<file path="config.mk">
export PLATFORM = sky130hd
export DESIGN_NAME = aop_port
export DESIGN_NICKNAME = d
export VERILOG_FILES = /design/src/aop_pkg.sv /design/src/aop_pipe_if.sv /design/src/aop_pipe.sv /design/src/aop_port.sv
export VERILOG_INCLUDE_DIRS = /design/src
export SDC_FILE = /design/constraint.sdc
export NUM_CORES = 1
export LEC_CHECK = 0
export BUFFER_PORTS_ARGS = -buffer_cell sky130_fd_sc_hd__clkbuf_2
export CORE_ASPECT_RATIO = 0.6
export CORE_MARGIN = 3
export CORE_UTILIZATION = 55
export DETAILED_ROUTE_END_ITERATION = 8
export GPL_ROUTABILITY_DRIVEN = 0
export GPL_TIMING_DRIVEN = 0
export PLACE_DENSITY = 0.77
export SLEW_MARGIN = 20
export SYNTH_ARGS = -nofsm -noshare
export SYNTH_HDL_FRONTEND = slang
export SYNTH_SLANG_ARGS = --single-unit
</file>
<file path="constraint.sdc">
create_clock -name pclk -period 2.1 [get_ports pclk]
set_clock_uncertainty 0.05 [all_clocks]
set_input_delay 0.63 -clock pclk [delete_from_list [all_inputs] [get_ports pclk]]
set_output_delay 0.63 -clock pclk [all_outputs]
set_load 0.005 [all_outputs]
</file>
<file path="src/aop_cfg.svh">
// Constants for the converter output port: offsets, field positions, codes and counts
`ifndef AOP_CFG_SVH
`define AOP_CFG_SVH

// Output word width and pipeline latency in sample clock cycles
`define AOP_WIDTH 14
`define AOP_LATENCY 6

// Raw level input width and full-scale limits of the signed level
`define AOP_LEVEL_WIDTH 16
`define AOP_FS_POS 16'sh1FFF
`define AOP_FS_NEG -16'sh2000

// Register byte offsets on the APB bus
`define AOP_ADDR_WIDTH 12
`define AOP_OFF_CTRL 12'h000
`define AOP_OFF_STATUS 12'h004
`define AOP_OFF_DATA 12'h008

// Control register fields and reset value
`define AOP_CTRL_PD_BIT 0
`define AOP_CTRL_RESET 1'h0

// Status register fields
`define AOP_ST_STATE_LSB 0
`define AOP_ST_TWOS_BIT 2
`define AOP_ST_STAB_BIT 3
`define AOP_ST_FLAG_BIT 4

// Data register fields
`define AOP_DATA_FLAG_BIT 16

// Four levels of the configuration pin as decoded codes
`define AOP_MODE_GND 2'h0
`define AOP_MODE_THIRD 2'h1
`define AOP_MODE_TWO_THIRDS 2'h2
`define AOP_MODE_SUPPLY 2'h3

`endif

</file>
<file path="src/aop_pkg.sv">
// Types shared by the converter output port modules
`include "aop_cfg.svh"
package aop_pkg;
	// Operating state chosen by the power-down and output enable pins
	typedef enum logic [1:0] {
		AOP_NORMAL,
		AOP_NAP,
		AOP_SLEEP
	} aop_state_e;

	// One converted result as it leaves the pipeline
	typedef logic [`AOP_WIDTH-1:0] aop_word_t;

	// Raw signed level presented to the quantizer
	typedef logic signed [`AOP_LEVEL_WIDTH-1:0] aop_level_t;
endpackage

</file>
<file path="src/aop_pipe_if.sv">
// Link between the converter control logic and its result pipeline
`timescale 1ns/1ns
interface aop_pipe_if;
	import aop_pkg::*;
	logic advance; // One pclk pulse per sample clock rising edge while in normal mode
	aop_word_t head_word; // Offset-binary result entering the pipeline
	logic head_flag; // Range flag entering the pipeline
	aop_word_t tail_word; // Result leaving the last stage
	logic tail_flag; // Range flag leaving the last stage

	// Control side feeds the head and reads the tail
	modport ctrl (output advance, output head_word, output head_flag,
		input tail_word, input tail_flag);
	// Pipeline side
	modport pipe (input advance, input head_word, input head_flag,
		output tail_word, output tail_flag);
endinterface

</file>
<file path="src/aop_pipe.sv">
// Result pipeline: word and range flag delayed by a fixed number of sample edges
`timescale 1ns/1ns
`include "aop_cfg.svh"
module aop_pipe #(
	parameter int DEPTH = `AOP_LATENCY
) (
	input wire logic pclk,
	input wire logic presetn,
	aop_pipe_if.pipe link
);
	import aop_pkg::*;

	aop_word_t word [DEPTH]; // Stage words
	logic flag [DEPTH]; // Stage range flags
	aop_word_t next_word [DEPTH];
	logic next_flag [DEPTH];

	// One stage per pipelined converter step; all move together on a sample edge
	for (genvar i = 0; i < DEPTH; i++) begin : g_stage
		aop_word_t prev_word; // Value this stage takes on a sample edge
		logic prev_flag; // Flag this stage takes on a sample edge

		// Stage zero takes the fresh result, the rest take their neighbour;
		// chosen at elaboration so stage zero never names a stage below it
		if (i == 0) begin : g_head
			assign prev_word = link.head_word;
			assign prev_flag = link.head_flag;
		end else begin : g_body
			assign prev_word = word[i-1];
			assign prev_flag = flag[i-1];
		end

		// Hold unless the sample edge moves the whole pipe
		always_comb begin
			next_word[i] = word[i];
			next_flag[i] = flag[i];
			if (link.advance) begin // [RL2]
				next_word[i] = prev_word;
				next_flag[i] = prev_flag;
			end
		end

		// Stage registers
		always_ff @(posedge pclk or negedge presetn) begin
			if (!presetn) begin
				word[i] <= '0;
				flag[i] <= 1'b0;
			end else begin
				word[i] <= next_word[i];
				flag[i] <= next_flag[i];
			end
		end
	end

	assign link.tail_word = word[DEPTH-1];
	assign link.tail_flag = flag[DEPTH-1];
endmodule // aop_pipe

</file>
<file path="src/aop_port.sv">
// Digital side of the 14-bit sampling converter: output port, mode pins, APB registers
//
// How it works
// RL1: new sample taken each sample clock rise
// RL2: result appears six sample cycles later
// RL3: normal mode; output enable low drives outputs
// RL4: power-down stops conversion; nap or sleep
// RL5: config pin picks format and stabilizer
// RL6: range flag high when beyond full scale
// RL7: fourteen-bit word, top bit most significant
// RL8: two's complement inverts offset-binary top bit
//
// Chosen here: the APB interface to the registers and the register offsets.
`timescale 1ns/1ns
`include "aop_cfg.svh"
module aop_port #(
	parameter int LATENCY = `AOP_LATENCY
) (
	input wire logic pclk,
	input wire logic presetn,
	input wire logic psel,
	input wire logic penable,
	input wire logic pwrite,
	input wire logic [`AOP_ADDR_WIDTH-1:0] paddr,
	input wire logic [31:0] pwdata,
	output logic [31:0] prdata,
	output logic pready,
	output logic pslverr,
	input wire logic sample_clk,
	input wire aop_pkg::aop_level_t sample_level,
	input wire logic output_enable_n,
	input wire logic power_down_select,
	input wire logic [1:0] mode_level,
	output aop_pkg::aop_word_t sample_word_out,
	output logic sample_word_oe,
	output logic range_flag,
	output logic range_flag_oe,
	output logic duty_stabilizer_on
);
	import aop_pkg::*;

	localparam int SYNC_W = 5 + `AOP_LEVEL_WIDTH;

	// Pin synchronisers; first stage is read only by the second
	logic [SYNC_W-1:0] sync1;
	logic [SYNC_W-1:0] sync2;
	logic clk_prev; // Previous synchronised sample clock level
	logic [SYNC_W-1:0] next_sync1;
	logic [SYNC_W-1:0] next_sync2;
	logic next_clk_prev;

	// Synchronised pin views
	logic s_clk;
	logic s_oe_n;
	logic s_pd;
	logic [1:0] s_mode;
	aop_level_t s_level;

	// Operating state and decoded configuration
	aop_state_e state;
	aop_state_e next_state;
	logic twos; // Output format is two's complement
	logic next_twos;
	logic next_stab;

	// Output registers
	aop_word_t next_word_out;
	logic next_word_oe;
	logic next_flag;
	logic next_flag_oe;

	// Software control bit and bus answer registers
	logic ctrl_pd; // Software forces power down
	logic next_ctrl_pd;
	logic [31:0] next_prdata;
	logic next_pready;
	logic next_pslverr;

	// Quantizer outputs
	logic over_pos;
	logic over_neg;
	aop_word_t quant_word;
	logic sample_edge;

	aop_pipe_if link ();

	aop_pipe #(
		.DEPTH(LATENCY)
	) u_pipe (
		.pclk(pclk),
		.presetn(presetn),
		.link(link)
	);

	// Pins come from outside pclk, so all pass two flops first
	always_comb begin
		next_sync1 = {sample_clk, output_enable_n, power_down_select, mode_level, sample_level};
		next_sync2 = sync1;
		next_clk_prev = s_clk;
	end

	always_ff @(posedge pclk or negedge presetn) begin
		if (!presetn) begin
			sync1 <= '0;
			sync2 <= '0;
			clk_prev <= 1'b0;
		end else begin
			sync1 <= next_sync1;
			sync2 <= next_sync2;
			clk_prev <= next_clk_prev;
		end
	end

	assign {s_clk, s_oe_n, s_pd, s_mode, s_level} = sync2;

	// A rising sample clock while converting starts a new sample
	assign sample_edge = s_clk && !clk_prev && (state == AOP_NORMAL); // [RL1] [RL4]

	// Clamp the level to full scale and flag the excess
	assign over_pos = (s_level > `AOP_FS_POS); // [RL6]
	assign over_neg = (s_level < `AOP_FS_NEG); // [RL6]

	// Offset binary is the clamped signed value with its top bit flipped
	always_comb begin
		quant_word = s_level[`AOP_WIDTH-1:0];
		if (over_pos) begin
			quant_word = aop_word_t'(`AOP_FS_POS);
		end else if (over_neg) begin
			quant_word = aop_word_t'(`AOP_FS_NEG);
		end
		quant_word[`AOP_WIDTH-1] = ~quant_word[`AOP_WIDTH-1];
	end

	assign link.advance = sample_edge; // [RL1]
	assign link.head_word = quant_word;
	assign link.head_flag = over_pos || over_neg; // [RL6]

	// Mode pins pick the state; software power down acts like the pin
	always_comb begin
		next_state = AOP_NORMAL; // [RL3]
		if (s_pd || ctrl_pd) begin
			next_state = s_oe_n ? AOP_SLEEP : AOP_NAP; // [RL4]
		end
		// Hold the decoded configuration unless a level below says otherwise
		next_twos = twos;
		next_stab = duty_stabilizer_on;
		unique case (s_mode) // [RL5]
			`AOP_MODE_GND: begin
				next_twos = 1'b0;
				next_stab = 1'b0;
			end
			`AOP_MODE_THIRD: begin
				next_twos = 1'b0;
				next_stab = 1'b1;
			end
			`AOP_MODE_TWO_THIRDS: begin
				next_twos = 1'b1;
				next_stab = 1'b1;
			end
			`AOP_MODE_SUPPLY: begin
				next_twos = 1'b1;
				next_stab = 1'b0;
			end
		endcase
	end

	always_ff @(posedge pclk or negedge presetn) begin
		if (!presetn) begin
			state <= AOP_NORMAL;
			twos <= 1'b0;
			duty_stabilizer_on <= 1'b0;
		end else begin
			state <= next_state;
			twos <= next_twos;
			duty_stabilizer_on <= next_stab;
		end
	end

	// Output word follows the pipeline tail one sample edge later
	always_comb begin
		next_word_out = sample_word_out;
		next_flag = range_flag;
		if (sample_edge) begin
			// Bit 13 is the MSB; format applied at the port, not in the pipe
			next_word_out = link.tail_word; // [RL2] [RL7]
			next_word_out[`AOP_WIDTH-1] = link.tail_word[`AOP_WIDTH-1] ^ twos; // [RL8]
			next_flag = link.tail_flag; // [RL6]
		end
		// Drivers are on only in normal mode with enable low
		next_word_oe = (next_state == AOP_NORMAL) && !s_oe_n; // [RL3] [RL4]
		next_flag_oe = next_word_oe; // [RL3]
	end

	always_ff @(posedge pclk or negedge presetn) begin
		if (!presetn) begin
			sample_word_out <= '0;
			range_flag <= 1'b0;
			sample_word_oe <= 1'b0;
			range_flag_oe <= 1'b0;
		end else begin
			sample_word_out <= next_word_out;
			range_flag <= next_flag;
			sample_word_oe <= next_word_oe;
			range_flag_oe <= next_flag_oe;
		end
	end

	// APB slave: answer is prepared in setup, so pready is high in every access phase
	always_comb begin
		next_ctrl_pd = ctrl_pd;
		next_pready = psel && !penable;
		next_prdata = prdata;
		next_pslverr = 1'b0;
		if (psel && !penable) begin
			next_prdata = 32'h0000_0000;
			unique case (paddr)
				`AOP_OFF_CTRL: begin
					next_prdata[`AOP_CTRL_PD_BIT] = ctrl_pd;
				end
				`AOP_OFF_STATUS: begin
					next_prdata[`AOP_ST_STATE_LSB +: 2] = state;
					next_prdata[`AOP_ST_TWOS_BIT] = twos;
					next_prdata[`AOP_ST_STAB_BIT] = duty_stabilizer_on;
					next_prdata[`AOP_ST_FLAG_BIT] = range_flag;
				end
				`AOP_OFF_DATA: begin
					next_prdata[`AOP_WIDTH-1:0] = sample_word_out;
					next_prdata[`AOP_DATA_FLAG_BIT] = range_flag;
				end
				default: begin
					// Unmapped offsets read zero and report an error
					next_pslverr = 1'b1;
				end
			endcase
		end
		// Write lands only at the completing edge of the access phase
		if (psel && penable && pready && pwrite && (paddr == `AOP_OFF_CTRL)) begin
			next_ctrl_pd = pwdata[`AOP_CTRL_PD_BIT]; // [RL4]
		end
		if (psel && penable) begin
			next_pslverr = pslverr;
		end
	end

	always_ff @(posedge pclk or negedge presetn) begin
		if (!presetn) begin
			ctrl_pd <= `AOP_CTRL_RESET;
			prdata <= 32'h0000_0000;
			pready <= 1'b0;
			pslverr <= 1'b0;
		end else begin
			ctrl_pd <= next_ctrl_pd;
			prdata <= next_prdata;
			pready <= next_pready;
			pslverr <= next_pslverr;
		end
	end
endmodule // aop_port

</file>
## Word-level counts from Yosys, hierarchy flattened

Index checks and enable logic that the tools add are counted.

- Memory bits (writable): 0
- Memories: 0
- Input port bits: 70
- Word-level logic and storage cells: 68
- Latch bits: 0
- ROM bits: 0
- Flip-flop bits (word level): 171

- $add $sub $neg: 0
- Reductions and logical operators: 22
- Divide/modulo/power cells: 0
- $lt $le $gt $ge: 2
- Shift operators: 0
- Bitwise logic cells: 2
- $mul: 0
- Multiplexer cells: 12
- Equality and inequality tests: 5

Operator list:

| cell | number |
|---|---|
| 2-to-1 mux 14 bit | 2 |
| > comparator 16 x 14 -> 1 bit, second input constant | 1 |
| < comparator 16 x 14 -> 1 bit, second input constant | 1 |
| == test 12 x 3 -> 1 bit, second input constant | 1 |
| == test 12 x 4 -> 1 bit, second input constant | 1 |
| zero test 12 bit | 1 |
| 2-to-1 mux 9 bit | 1 |
| logical AND 1 bit | 8 |
| one-hot mux 4 bit (2 select lines) | 1 |
| OR reduction 2 bit | 4 |
| zero test 2 bit | 3 |
| == test 2 bit, second input constant | 2 |
| 2-to-1 mux 2 bit | 2 |
| one-hot mux 1 bit (2 select lines) | 2 |
| zero test 1 bit | 3 |
| 2-to-1 mux 1 bit | 3 |
| one-hot mux 1 bit (3 select lines) | 1 |
| OR reduction 3 bit | 1 |
| == test 2 x 1 -> 1 bit, second input constant | 1 |
| logical OR 1 bit | 2 |
| inverter 1 bit | 1 |
| XOR 1 bit | 1 |

## Logic depth before layout (Yosys ltp)

- Word-level depth: 4
- Depth in mapped cells: 6
- Gate-level depth less buffers: 3

## Cells and area by module

Synthesis repeated with hierarchy kept, for this count alone.

- Cells, all modules: 443
- Area total of the unflattened synthesis: 6,896.6 um^2

Modules (own cells, without submodules):

| module | cells each | seq. area each (um^2) | area an instance (um^2) | instances |
|---|---|---|---|---|
| aop_pipe | 190 | 2,252.2 | 3,794.9 | 1 |
| aop_port | 253 | 2,026.9 | 3,101.7 | 1 |

## Worst setup path after synthesis

Ideal clock, no wire load.

- Kind: input to register
- Start point: input paddr[1]
- End point: register ctrl_pd
- Required time: 1.925 ns
- Library setup time: 0.125 ns
- Path slack: 0.042 ns
- Stages on the path: 3
- Data arrival time: 1.883 ns
- Path through: or4_1 nor4_1 mux2_2

- Longest elaborated chain between the ends: 2

RTL lines:

| item | line | RTL |
|---|---|---|
| from (decl) | aop_port.sv:24 | `` input wire logic [`AOP_ADDR_WIDTH-1:0] paddr, `` |
| zero test 12 bit | n/a |  |
| logical AND 1 bit | aop_port.sv:237 | `` if (psel && penable && pready && pwrite && (paddr == `AOP_OFF_CTRL)) begin `` |
| to (signal assigned) | aop_port.sv:247 | `` ctrl_pd <= `AOP_CTRL_RESET; `` |
| to (signal assigned) | aop_port.sv:252 | `ctrl_pd <= next_ctrl_pd;` |
| to (decl) | aop_port.sv:73 | `logic ctrl_pd;` |

Every way passes these cells.
A chain may end at the register's enable or synchronous reset.

## Worst setup path in the final report

- Start point: register state[1]
- End point: register u_pipe.word (netlist bit u_pipe.g_stage[3].prev_word[5])

- Longest elaborated chain between the ends: 2

RTL lines:

| item | line | RTL |
|---|---|---|
| from (decl) | aop_port.sv:60 | `aop_state_e state;` |
| from (signal assigned) | aop_port.sv:173 | `state <= next_state;` |
| zero test 2 bit | aop_port.sv:117 | `assign sample_edge = s_clk && !clk_prev && (state == AOP_NORMAL);` |
| logical AND 1 bit | aop_port.sv:117 |  |
| to (signal, indexed assignment) | aop_pipe.sv:49 | `word[i] <= next_word[i];` |
| to (decl) | aop_pipe.sv:13 | `aop_word_t word [DEPTH];` |

Every way passes these cells.

==> reports/results.tsv <==
metric	value	unit
cp-end-kind	register	
die_area	13000	um^2
power_switching	2.23	mW
grt_start_max_net_pins	102	
async_flop_share	1.00	
start_kind	register	
cp.required	2.41	ns
die_w	145	um
grt.overflow.total	0	
fin_cells	895	
final_cell_mix	301 x nand2_1, 171 x dfrtp_1, 73 x clkbuf_2, 20 x clkbuf_1, 18 x buf_4	
placedCellCount	863	
fin_crit	1.90	ns
critPathArrivalTime	2.21	ns
wirelength	13.3	mm
start_util	0.586	
port_buffers	73	
holdBufCountCts	0	
cts_tree	built	
ys_seq_elements	171	
synthCells	618	
postPlaceCellArea	7080	um^2
drt_iter0_drc	295	
h-tree-depth	4	
cts.reportedPaths.clkPinSlew	0.07	ns
area_growth	19.3	%
setup_violations	0	
slew_headroom	0.595	
reg2reg_from	state[1]$_DFF_PN0_	
hold_viol_final	0	
syn_area	6420	um^2
vias	4594	
wire_per_inst	14.9	um
synth_top_area_share	0.666	
holdWs	0.151	ns
clockRootBuffer	clkbuf_16	
clock.fmax	0.527	GHz
intPower	5.92	mW
grt_pass1_wl	22.4	mm
path_class	register to register	
cts_sinks	171	
coreArea	11000	um^2
diodes	0	
layout-drive-gt1-share	0.212	
dpl.hpwl	9.16	mm
cts_setup_buffers	0	
grt_use_total	0.219	
grt_pass1_vias	4678	
final_max_slew_viol_count	0	
row_count	29	
ff2ff_path_depth	5	
power_density	1060	nW/um^2
comb_power_share	0.109	
yosys.area_share.simple	0.203	
fillerInstances	796	
maxCapViolCount	0	
ys_warn_count	0	
firstDrtPassIters	5	
p_leak	4.08	nW
status	finished, final reports clean	
fin_area	7660	um^2
antenna_left	0	
clockPowerShare	0.370	
rsz0062_at_grt	no	
muxShareOfSynthArea	0.00331	
fin_nets	799	
antenna_found_initial	0	
hp-class	input port to asynchronous set/reset pin	
ios	122	
clock_path_buffers	2	
synth-compound-area-share	0.0774	
synth_fa_ha_area_frac	0.00390	
synth_xor_area_frac	0.00136	
synth_edf_count	0	
netlist_top_cells_area	dfrtp_1 67%, nand2_1 18%, buf_4 2.1%	
drc	0	
utilization	0.699	
cp_max_fo	10	
switching_share	0.274	
p_seq_frac	0.521	
cp-startpoint	state[1]$_DFF_PN0_	
synth.avg_cell_area	10.4	um^2
layout_commonest_cell	nand2_1	
tightestPinTransition	0.602	ns
fin_tns_setup	0	ns
period_share	0.904	
yosysUniqueCellTypes	36	
ir_worst_vdd	686	uV
worstSkewPairLatency	0.42	ns
cts_buffers	17	
vias_per_cell	5.13	
synth_seq_area_share	0.666	
die_h	89.7	um
synth_top_family_by_area	simple AND/OR/NAND/NOR gates	
yosys_most_used_dff	dfrtp_1	
yosys.area.top_type	dfrtp_1	
==> final cells by class <==
class	instances	area, um^2	area share
repair buffers	74	402	0.0524
multi-input cells	409	1930	0.252
clock buffers	18	439	0.0573
inverters	4	15.0	0.00196
flip-flops and latches	171	4280	0.558
clock inverters	14	135	0.0176
well taps	155	194	0.0253
plain buffers	50	270	0.0353
==> power groups by stage <==
stage	logic [mW]	registers (mW)	clock network, mW
after floorplan	0.549	4.16	0
after global placement	0.828	4.26	0
after detailed placement	0.882	4.29	0
after CTS	0.897	4.23	3.06
after global routing	1.04	4.30	3.21
final	0.888	4.25	3.02
==> critical path, stage by stage (launching register included) <==
cell and delay [ns]:
dfrtp_1 0.43, nor4b_4 0.61, buf_2 0.33, buf_2 0.27, nand2_1 0.09, nand2_1 0.06
==> logic make-up (layout without fill, tap and decap cells) <==
group,count (synthesis),count (layout)
flops,171,171
compound gates,65,65
simple gates,322,322
other cells,1,17
xor+xnor,1,1
buf+inv,54,160
fa+ha+maj,2,2
mux,2,2
==> through the flow <==
| stage | setup slack [ns] | total power [mW] |
|---|---|---|
| after floorplan | 0.0423 | 4.71 |
| after global placement | -2.45 | 5.09 |
| after detailed placement | -0.190 | 5.17 |
| after CTS | 0.0646 | 8.19 |
| after global routing | 0.0210 | 8.55 |
| final | 0.202 | 8.15 |
==> cell usage after synthesis (all sizes together), types with 3 or more instances <==
cell type	instances
o2bb2ai	13
a22oi	4
a22o	10
o21ba	13
dfrtp	171
buf	28
inv	4
clkbuf	22
o21ai	21
or4	3
nand2	301
nor2b	3
==> layer usage <==
metal	track usage	routed length (um)
met2	0.348	6090
met1	0.296	6100
met5	0	0
met3	0.0677	969
met4	0.0767	160
==> worst paths after layout <==
kind,slack [ns],endpoint
min,0.15,sync2[18]$_DFF_PN0_
max,0.20,u_pipe.g_stage[3].prev_word[5]$_DFFE_PN0P_
max reg2reg,0.20,u_pipe.g_stage[3].prev_word[5]$_DFFE_PN0P_
min reg2reg,0.30,sync2[19]$_DFF_PN0_
min in group pclk,0.26,next_sync2[13]$_DFF_PN0_
max in group asynchronous,0.99,range_flag$_DFFE_PN0P_
==> sequential cells by signal, summed over array words and instances, names as in the netlist, 2 cells and up <==
name and flops:
u_pipe.g_stage.prev_word 70, u_pipe.link.tail_word 14, prdata 15, sync2 21
u_pipe.g_stage.prev_flag 5, sample_word_out 14, state 2, next_sync2 21
==> timing repair <==
item / 4_1_cts / 5_1_grt
hold endpoints to repair: 0 / 0
resized for setup: 1 / 5
endpoints found under the setup margin: 9 / 14
gates cloned: 0 / 0
Note: power is estimated with default switching activity, not from simulation.
